<file path="src/pnprc_pkg.sv">
// Constants and carrier types for the next-page receive and port configuration registers
package pnprc_pkg;
    localparam logic [4:0] PNPRC_ADDR_PARTNER_NEXT_PAGE_RECEIVE = 5'h08;
    localparam logic [4:0] PNPRC_ADDR_PORT_CONFIGURATION = 5'h10;
    localparam logic [15:0] PNPRC_PAGE_RESET = 16'h0000;
    localparam int PNPRC_CFG_RESERVED_HI_BIT = 15;
    localparam int PNPRC_CFG_FORCE_LINK_PASS_BIT = 14;
    localparam int PNPRC_CFG_TX_DISABLE_BIT = 13;
    localparam int PNPRC_CFG_SCRAMBLER_BYPASS_BIT = 12;
    localparam int PNPRC_CFG_RESERVED_LO_BIT = 11;
    localparam int PNPRC_CFG_JABBER_DISABLE_BIT = 10;
    localparam int PNPRC_CFG_STRAP_BIT = 0;
    // Reset of bits 15..1; bit 0 comes from the strap pin
    localparam logic [15:0] PNPRC_CFG_RESET = 16'h0000;
    // Writable bits: reserved 15 and 11 are kept at zero
    localparam logic [15:0] PNPRC_CFG_WRITE_MASK = 16'h77FF;
    localparam logic [15:0] PNPRC_UNMAPPED_READ = 16'h0000;

    typedef struct packed {
        logic more_pages_flag;
        logic ack;
        logic message_page_flag;
        logic comply_flag;
        logic toggle;
        logic [10:0] code_field;
    } pnprc_page_t;

    typedef struct packed {
        logic wr;
        logic rd;
        logic [4:0] addr;
        logic [15:0] wdata;
    } pnprc_mgmt_req_t;
endpackage

</file>
<file path="src/pnprc_page_capture.sv">
// Holding register for the next page received from the link partner
`timescale 1ns/1ps
module pnprc_page_capture
    import pnprc_pkg::*;
(
    input wire logic i_clk,
    input wire logic i_reset,
    input wire logic i_page_valid,
    input wire pnprc_page_t i_page,
    output pnprc_page_t o_page
);
    pnprc_page_t page;
    pnprc_page_t next_page;

    always_comb
    begin
        next_page = page;
        if (i_page_valid)
        begin
            next_page = i_page;
        end
    end

    always_ff @(posedge i_clk)
    begin
        if (i_reset)
        begin
            page <= pnprc_page_t'(PNPRC_PAGE_RESET);
        end
        else
        begin
            page <= next_page;
        end
    end

    assign o_page = page;
endmodule

</file>
<file path="src/pnprc_regs.sv">
// Per-port next-page receive register and port configuration register
// How it works
// Bit 15 of the received next-page register says whether the partner has more pages.
// Bit 14 says whether the partner acknowledged our link code word.
// Bit 13 says whether the partner's page is a message page or unformatted.
// Bit 12 says whether the partner will comply with the message.
// Bit 11 holds the partner's toggle bit as received.
// Bits 10 to 0 hold the partner's 11-bit code field, read-only, reset to zero.
// Force link pass drives link status and link indicator to pass.
// Transmit disable turns the twisted-pair transmitter off.
// Scrambler bypass skips scrambler and descrambler in 100 Mb/s twisted-pair mode.
// Jabber disable turns jabber protection off in 10 Mb/s operation.
// Software writes zero to reserved bits 15 and 11 and ignores them on read.
// Bit 0 of the configuration register resets to the strap pin level.
// Bits 14, 13, 12 and 10 are read/write and reset to zero.
// Each next page accepted from the partner updates the received register.
`timescale 1ns/1ps
module pnprc_regs
    import pnprc_pkg::*;
(
    input wire logic i_clk,
    input wire logic i_reset,
    input wire pnprc_mgmt_req_t i_mgmt_req,
    input wire logic i_page_valid,
    input wire pnprc_page_t i_page,
    input wire logic i_fiber_or_twisted_pair_strap,
    input wire logic i_speed_100,
    input wire logic i_link_ok,
    output logic [15:0] o_mgmt_rdata,
    output logic o_mgmt_rvalid,
    output logic o_link_status,
    output logic o_link_led,
    output logic o_tx_enable,
    output logic o_scrambler_bypass,
    output logic o_jabber_protect_en,
    output logic [15:0] o_port_config
);
    pnprc_page_t rx_page;
    logic [15:0] cfg;
    logic [15:0] next_cfg;
    logic [15:0] rdata;
    logic [15:0] next_rdata;
    logic rvalid;
    logic next_rvalid;
    logic link_status;
    logic next_link_status;
    logic link_led;
    logic next_link_led;
    logic tx_enable;
    logic next_tx_enable;
    logic scr_bypass;
    logic next_scr_bypass;
    logic jabber_en;
    logic next_jabber_en;
    logic twisted_pair;
    logic cfg_wr;
    logic cfg_rd;
    logic page_rd;

    // Captured next page lives in a small holding module of its own
    pnprc_page_capture u_page_capture (
        .i_clk(i_clk),
        .i_reset(i_reset),
        .i_page_valid(i_page_valid),
        .i_page(i_page),
        .o_page(rx_page)
    );

    // A write to the page register or to an unmapped address
    // matches nothing here and is dropped
    assign cfg_wr = i_mgmt_req.wr && (i_mgmt_req.addr == PNPRC_ADDR_PORT_CONFIGURATION);
    assign cfg_rd = i_mgmt_req.rd && (i_mgmt_req.addr == PNPRC_ADDR_PORT_CONFIGURATION);
    assign page_rd = i_mgmt_req.rd
        && (i_mgmt_req.addr == PNPRC_ADDR_PARTNER_NEXT_PAGE_RECEIVE);

    // Strap low selects twisted pair for this port
    assign twisted_pair = ~cfg[PNPRC_CFG_STRAP_BIT];

    // Cells outside the write mask only ever load zero, so reserved
    // bits read back zero even when software breaks the write rule
    for (genvar b = 0; b < 16; b++)
    begin : g_cfg_bit
        always_comb
        begin
            next_cfg[b] = cfg[b];
            if (cfg_wr)
            begin
                next_cfg[b] = i_mgmt_req.wdata[b] & PNPRC_CFG_WRITE_MASK[b];
            end
        end
    end

    always_ff @(posedge i_clk)
    begin
        if (i_reset)
        begin
            // Synchronous reset lets the strap be sampled here
            cfg <= PNPRC_CFG_RESET;
            cfg[PNPRC_CFG_STRAP_BIT] <= i_fiber_or_twisted_pair_strap;
        end
        else
        begin
            cfg <= next_cfg;
        end
    end

    // Valid is a single-cycle strobe, raised for every read, mapped or not
    always_comb
    begin
        next_rvalid = i_mgmt_req.rd;
    end

    always_ff @(posedge i_clk)
    begin
        if (i_reset)
        begin
            rvalid <= 1'b0;
        end
        else
        begin
            rvalid <= next_rvalid;
        end
    end

    // Read data holds between reads; a read in the same cycle as a
    // write or a new page returns the value from before that edge
    always_comb
    begin
        next_rdata = rdata;
        if (page_rd)
        begin
            next_rdata = rx_page;
        end
        else if (cfg_rd)
        begin
            next_rdata = cfg;
        end
        else if (i_mgmt_req.rd)
        begin
            next_rdata = PNPRC_UNMAPPED_READ;
        end
    end

    always_ff @(posedge i_clk)
    begin
        if (i_reset)
        begin
            rdata <= 16'h0000;
        end
        else
        begin
            rdata <= next_rdata;
        end
    end

    // Forcing only ever raises the link; it cannot hide a real pass
    always_comb
    begin
        next_link_status = i_link_ok | cfg[PNPRC_CFG_FORCE_LINK_PASS_BIT];
        next_link_led = i_link_ok | cfg[PNPRC_CFG_FORCE_LINK_PASS_BIT];
    end

    always_ff @(posedge i_clk)
    begin
        if (i_reset)
        begin
            link_status <= 1'b0;
            link_led <= 1'b0;
        end
        else
        begin
            link_status <= next_link_status;
            link_led <= next_link_led;
        end
    end

    // Transmitter stays off while reset is held
    always_comb
    begin
        next_tx_enable = ~cfg[PNPRC_CFG_TX_DISABLE_BIT];
    end

    always_ff @(posedge i_clk)
    begin
        if (i_reset)
        begin
            tx_enable <= 1'b0;
        end
        else
        begin
            tx_enable <= next_tx_enable;
        end
    end

    // Coding controls lag the configuration register by one cycle
    always_comb
    begin
        next_scr_bypass = cfg[PNPRC_CFG_SCRAMBLER_BYPASS_BIT] & i_speed_100
            & twisted_pair;
        // Jabber only exists at 10 Mb/s, so the bit has no effect at 100
        next_jabber_en = ~i_speed_100 & ~cfg[PNPRC_CFG_JABBER_DISABLE_BIT];
    end

    always_ff @(posedge i_clk)
    begin
        if (i_reset)
        begin
            scr_bypass <= 1'b0;
            jabber_en <= 1'b0;
        end
        else
        begin
            scr_bypass <= next_scr_bypass;
            jabber_en <= next_jabber_en;
        end
    end

    assign o_mgmt_rdata = rdata;
    assign o_mgmt_rvalid = rvalid;
    assign o_link_status = link_status;
    assign o_link_led = link_led;
    assign o_tx_enable = tx_enable;
    assign o_scrambler_bypass = scr_bypass;
    assign o_jabber_protect_en = jabber_en;
    assign o_port_config = cfg;
endmodule

</file>
<file path="config.mk">
export PLATFORM = sky130hd
export DESIGN_NAME = pnprc_regs
export DESIGN_NICKNAME = d
export VERILOG_FILES = /design/src/pnprc_pkg.sv /design/src/pnprc_page_capture.sv /design/src/pnprc_regs.sv
export SDC_FILE = /design/constraint.sdc
export NUM_CORES = 1
export LEC_CHECK = 0
export ABC_AREA = 0
export CAP_MARGIN = 20
export CORE_MARGIN = 2
export CORE_UTILIZATION = 61
export CTS_BUF_LIST = sky130_fd_sc_hd__clkbuf_2
export DETAILED_ROUTE_END_ITERATION = 6
export DONT_BUFFER_PORTS = 1
export PLACE_DENSITY = 0.81
export RECOVER_POWER = 25
export SLEW_MARGIN = 20
export SYNTH_ARGS = -nofsm -noshare
export SYNTH_HDL_FRONTEND = slang
export SYNTH_SLANG_ARGS = --single-unit
</file>
<file path="constraint.sdc">
create_clock -name i_clk -period 1.25 [get_ports i_clk]
set_clock_uncertainty 0.1 [all_clocks]
set_input_delay 0.125 -clock i_clk [delete_from_list [all_inputs] [get_ports i_clk]]
set_output_delay 0.125 -clock i_clk [all_outputs]
set_load 0.05 [all_outputs]
</file>
==> results of run 1 <==
[through the flow]
| stage | hold slack [ns] | instance area [µm²] | setup TNS [ns] | util, % |
|---|---|---|---|---|
| detailed placement | 0.09851 | 2256 | 0 | 72.70 |
| floorplan | 0.1018 | 2032 | 0 | - |
| global placement | 0.09677 | 2256 | 0 | 72.70 |
| CTS | -0.2655 | 2878 | -0.08585 | 92.74 |
[cell families after synthesis]
kind of cell,count (synthesis),share of synthesized area [%]
other,1,0.1849
buffers and inverters,17,5.737
AO/OA/AOI/OAI,30,9.130
multiplexers,30,14.87
AND/OR/NAND/NOR,73,19.25
flip-flops,51,50.83
[synth_stat cells, drive strengths merged]
master  count
and2b       1
o21ai      14
clkbuf      7
nor2b       2
conb        1
nand4       2
a22oi      14
dfxtp      50
or2         1
a21oi       2
nand2      15
buf        10
nand2b     28
mux2        1
nor4bb      1
nor2       20
nor3        2
edfxtp      1
mux2i      29
and3        1
[what timing repair did]
item	in CTS
pin swaps	0
gates resized for setup	30
endpoints found under the setup margin	25
hold endpoints to repair	52
buffers inserted	2
hold buffers	50
==> metrics, run 1 <==
worst ep type=top-level output; root buf cell=clkbuf_2; Yosys reg bits=slightly above 50; Ys Warns=0; last stage reached=global routing (5_1_grt); number of buffers created by CTS=5; effective utilization at floorplan=65.36%; H-tree depth=2; clk buf depth=2; Buffers on Ports=0; post-synth top area cell=dfxtp_1; worst slack, placed=0.07986 ns; Seq/Total Area, Yosys=roughly half; Placed Cells incl. Taps=268; Die H=a little over 60 µm; last worst endpoint in the global-route repair_timing=o_port_config[0]; Synth Cell Area=2028 µm²; status=did not finish; Final GP Congestion=0.6698; CTS sink count=51; largest net degree at the start of global routing=53; Area contributors post-synth=dfxtp_1, mux2i_1, nand2b_1; Cell variety after synth=26; Horiz. Die Dim=61.66 µm; Err=[ERROR DPL-0038] Utilization greater than 100%, impossible to legalize; Std-Cell Rows=20; Mean Syn Cell Area=between 10 and 15 µm²; Synth Instances=202; I/O Pins=83; area share of the largest cell type after synthesis=49.35%
==> inputs of run 2 (changes only) <==
Settings changed: CORE_UTILIZATION 61 to 40, CTS_BUF_LIST sky130_fd_sc_hd__clkbuf_2 to unset, PLACE_DENSITY 0.81 to unset, PLACE_DENSITY_LB_ADDON set to 0.15.
==> run 2 against run 1 <==
  * Area after synthesis did not move
  * Synthesized cell count unchanged
  * The flow now finishes, with violations (hold timing)
==> metrics, run 2 <==
Cell Pwr Density=1166 nW/µm²; Seq/Total Area, Yosys=50.83% (unchanged); Std-Cell Rows=25 (+25%); clk buf depth=2 (unchanged); Cell Int Power=2.511 mW; Post-Synth Adder-Cell Area=0% (unchanged); GRT Total Usage=17.73%; vias in the first global route=roughly 1600; Top delay family on crit path=buffers and inverters; dominant synthesized flop cell=dfxtp_1; CTS tree=built; crit path DAT=1.28 ns; Final period util=95.03%; Placed Cells incl. Taps=288 (+7.5%); Vias=1620; Area contributors post-synth=dfxtp_1, mux2i_1, nand2b_1; RSZ-0062 raised after global routing=false; Synth Cell Area=2028 µm² (unchanged); multi-input logic area=884.6 µm²; HP Class=input port to flip-flop; Die H=75.21 µm (+22%); Setup WS post-layout=0.06206 ns; Min Hold Slack=-0.1277 ns; MaxCap Viol Count=0; Final Non-Filler Cells=336; largest net degree at the start of global routing=between 50 and 60; cell with the most instances after synthesis=dfxtp_1; Finished Core Util=57.87%; Hold Violations, Final=16; P_leak=1.131 nW; worst slack, placed=0.06982 ns (-0.01004 ns); switching pwr=0.7403 mW; Synth Instances=202 (unchanged); antenna violations before repair=0; crit-path max cell delay=around 0.55 ns; critical path data required time=about 1.4 ns; failing checks=hold timing; filler cell count=432; Reg clk slew, reported paths=0.09 ns; fin. max-slew vios=0; final setup fails=0; Mean Syn Cell Area=10.04 µm² (unchanged); crit path capture type=flip-flop; final wirelength=4893 µm; largest family of logic cells by synthesized area=simple AND/OR/NAND/NOR gates; Horiz. Die Dim=75.21 µm (+22%); Ys Warns=0 (unchanged); status=complete, but fails checks; CORE AREA=4817 µm²; crit path launch type=flip-flop; Most Crowded Layer GR=met2; commonest non-fill, non-tap cell in the layout=dfxtp_1; clock share of power=between 30% and 40%; post-synthesis mux area share=14.87% (unchanged); Comb power frac=10.2%; Layout area overhead=37.45%; met2 Track Usage GR=28.85%; Yosys reg bits=51 (unchanged); effective utilization at floorplan=42.10% (-23 points); GRT Residual Overflow=0; Buffers on Ports=0 (unchanged); Residual DRC=0; number of buffers created by CTS=5 (unchanged); Fmax=approximately 0.84 GHz; root buf cell=clkbuf_8; CP max-delay cell=dlygate4sd3_1; first-pass GRT wire length=7348 µm; most instantiated cells after synthesis=dfxtp_1, mux2i_1, nand2b_1; Seq pwr share=53.0%; CP max FO=4; nets=approximately 310; commonest cells after routing, fill and taps aside=dfxtp_1, dlygate4sd3_1, buf_4; crit path time final=about 1.2 ns; wire per inst=around 15 µm; dpl hpwl=3379 µm; I/O Pins=83 (unchanged); area share of the largest cell type after synthesis=49.35% (unchanged); met3 Use GR=roughly 6.4%; full die area=approximately 5700 µm²; EDFF count, synth=1 (unchanged); DR iter-0 viols=52; compound-cell area share of the yosys netlist=9.130% (unchanged); crit-path cells=nor2_1, dlygate4sd3_1; Switching Share=22.77%; Initial DRT Pass Iterations=4; n_diodes=0; WS Path Type=flip-flop to flip-flop; met1 Use GR=between 20 and 25%; maximum VDD drop=0.7616 mV; post-synth top area cell=dfxtp_1; Post-synth ARST share=0% (unchanged); CTS sink count=51 (unchanged); H-tree depth=2 (unchanged); DRT antenna net count=0; Cell variety after synth=26 (unchanged); Final GP Congestion=0.7923 (+18%); Sum Neg Setup Slack=0 ns; vias per cell=4.821; Synth Area in XOR/XNOR=0% (unchanged); CTS Hold Bufs=38 (-24%); share of layout cells above drive strength 1=18.96%; Worst Path Buf+Inv=1; post-synthesis simple-gate area fraction=19.25% (unchanged); Reg area=1032 µm²; clock latency on the worst-skew pair=approximately 0.30 ns
[run 2: worst paths after layout]
path	from	endpoint	slack, ns	cells after the start
worst min register to register	o_mgmt_rdata[8]	o_mgmt_rdata[8]	0.37	2
worst max-delay path	o_port_config[13]	o_tx_enable	0.06	2
worst min-delay path	i_page_valid	u_page_capture.o_page[14]	-0.13	2
worst max register to register	o_port_config[13]	o_tx_enable	0.06	2
[run 2: repair_timing]
| action | 4_1_cts | 5_1_grt |
|---|---|---|
| setup buffers | 0 | 2 |
| gates resized for setup | 0 | 1 |
| setup endpoints to repair | 0 | 2 |
| hold endpoints to repair | 38 | 16 |
[run 2: power groups by stage]
| stage | Combinational [mW] | Sequential, mW | Clock [mW] |
|---|---|---|---|
| after floorplan | 0.175 | 1.78 | 0 |
| after global placement | 0.199 | 1.76 | 0 |
| after detailed placement | 0.202 | 1.76 | 0 |
| after CTS | 0.324 | 1.72 | 1.23 |
| after global routing | 0.362 | 1.73 | 1.31 |
| final | 0.333 | 1.72 | 1.20 |
[run 2: cell families after synthesis]
family / Yosys count
and+or+nand+nor: 73
DFF: 51
AOI/OAI and AO/OA: 30
muxes: 30
buffers and inverters: 17
other: 1
[run 2: cell type report]
cell class	count	share of cell area, %
Sequential cell	51	37.03
Multi-Input combinational cell	135	31.73
Timing Repair Buffer	75	23.88
Tap cell	67	3.007
Clock buffer	6	2.962
Clock inverter	2	1.391
[run 2: routing by layer]
layer  share of wire, %  wire, µm
met1                 44      2174
met2                 47      2289
met3                7.8       382
met4               0.94        46
met5                  0         0
[run 2: through the flow]
stage               instance area (µm²)  power (mW)
global placement                   2275       1.959
finish                             2788       3.251
CTS                                2786       3.281
global route                       2788       3.400
floorplan                          2032       1.956
detailed placement                 2275       1.964
No activity file was read; power rests on OpenSTA's default activity.
==> inputs of run 3 (changes only) <==
Settings changed: TNS_END_PERCENT set to 50.
Clock period 1.25 ns to 1.46 ns, I/O delays scaled along.
==> run 3 against run 2 <==
  * The flow now finishes without violations
  * Design area is 4.2% higher
  * Non-clock buffer count grew 12
  * Setup slack better by 0.047 ns
  * Clock power down 25%
  * Via count up 3.5%
  * Flip-flop and latch count unchanged
  * Hold slack better by 0.16 ns
  * Wire length rose by 6.1%
  * Clock-buffer cell count is 1 higher
==> metrics, run 3 (same netlist as run 2, synthesis figures left out) <==
HP Class=input port to flip-flop; wire per inst=14.92 µm (+2.5%); vias in the first global route=1724 (+9.3%); effective utilization at floorplan=42.10% (unchanged); vias per cell=4.819 (about the same); largest net degree at the start of global routing=52 (unchanged); critical path data required time=1.56 ns (+0.21 ns); Layout area overhead=43.25%; DRT antenna net count=0 (unchanged); met1 Use GR=25.27% (+2.6 points); commonest cells after routing, fill and taps aside=dlygate4sd3_1, dfxtp_1, buf_4; GRT Residual Overflow=0 (unchanged); Setup WS post-layout=0.1090 ns (+0.04692 ns); clock latency on the worst-skew pair=0.30 ns (about the same); clk buf depth=2 (unchanged); met3 Use GR=4.819% (-1.6 points); post-CTS setup buffers=0 (unchanged); DR iter-0 viols=60 (+15%); CORE AREA=4817 µm² (unchanged); MaxCap Viol Count=0 (unchanged); total power=2.692 mW (-17%); I/O Pins=83 (unchanged); crit path DAT=1.45 ns (+0.17 ns); dpl hpwl=3486 µm (+3.2%); met2 Track Usage GR=31.97% (+3.1 points); Buffers on Ports=0 (unchanged); commonest non-fill, non-tap cell in the layout=dlygate4sd3_1; crit path launch type=input port; final wirelength=5193 µm (+6.1%); Least-Margin Pin Slew=approximately 0.57 ns; Final GP Congestion=0.7907 (-0.20%); Std-Cell Rows=25 (unchanged); Fmax=0.7402 GHz; status=finished, final reports clean; max_slew headroom=between 60 and 70%; crit path time final=1.351 ns; worst slack, placed=0.1869 ns (+0.1171 ns); Sum Neg Setup Slack=0 ns (unchanged); Horiz. Die Dim=75.21 µm (unchanged); n_diodes=0 (unchanged); Min Hold Slack=0.03010 ns (+0.1578 ns); H-tree depth=2 (unchanged); fin. max-slew vios=0 (unchanged); WS Path Type=input port to flip-flop; Initial DRT Pass Iterations=5 (+1); GRT Total Usage=19.54% (+1.8 points); Finished Core Util=60.31% (+2.4 points); Residual DRC=0 (unchanged); Cell Pwr Density=926.6 nW/µm² (-21%); CP max FO=1 (-3); Die H=75.21 µm (unchanged); number of buffers created by CTS=5 (unchanged); filler cell count=436 (+0.93%); RSZ-0062 raised after global routing=false; share of layout cells above drive strength 1=16.73% (-2.2 points); nets=325 (+3.8%); Most Crowded Layer GR=met2; Vias=1677 (+3.5%); maximum VDD drop=0.5684 mV (-25%); full die area=5656 µm² (unchanged); antenna violations before repair=0 (unchanged); root buf cell=clkbuf_8; Hold Violations, Final=0 (-16); final setup fails=0 (unchanged); crit path capture type=flip-flop; P_leak=1.151 nW (+1.8%); first-pass GRT wire length=8169 µm (+11%); Reg clk slew, reported paths=0.09 ns (about the same); Final period util=92.54%; CTS sink count=51 (unchanged); CTS tree=built
run 3: worst paths after layout:
path	startpoint	to	slack, ns	depth (start not counted)
setup / recovery	i_page[7]	u_page_capture.o_page[7]	0.11	4
hold / removal	i_reset	o_tx_enable	0.03	2
setup reg to reg	u_page_capture.o_page[11]	o_mgmt_rdata[11]	0.16	3
hold reg to reg	o_mgmt_rdata[10]	o_mgmt_rdata[10]	0.37	2
run 3: cell type report:
| class | count | area (µm²) | share of cell area [%] |
|---|---|---|---|
| repair buffers | 87 | 808.3 | 27.82 |
| flip-flops and latches | 51 | 1031 | 35.49 |
| clock inverters | 1 | 6.256 | 0.2153 |
| clock buffers | 7 | 96.34 | 3.316 |
| well taps | 67 | 83.83 | 2.885 |
| multi-input cells | 135 | 879.6 | 30.28 |
run 3: repair_timing:
item	CTS	global route
resized for setup	0	1
hold endpoints to repair	38	0
hold buffers	53	0
setup endpoints to repair	0	2
run 3: where the power goes:
part	internal, mW	switching, mW	total, mW
logic	0.183	0.139	0.323
registers	1.43	0.0417	1.48
clock network	0.433	0.461	0.894
run 3: stage by stage:
step                      cells  instance area [µm²]
after floorplan             203                 2032
after global placement      287                 2267
after detailed placement    287                 2267
after CTS                   348                 2910
after global routing        348                 2905
final                       348                 2905
run 3: critical path: stages:
cell and delay [ns]:
dlygate4sd3_1 0.54, mux2i_1 0.14, dlygate4sd3_1 0.58, nor2_1 0.04
run 3: metal layers:
layer  vias to the layer above  part of all wire, %  routed length [µm]
li1                        832                    -                   -
met1                       772                   46                2401
met2                        63                   47                2418
met3                        10                  5.6                 290
met4                         0                  1.6                  83
met5                         -                    0                   0
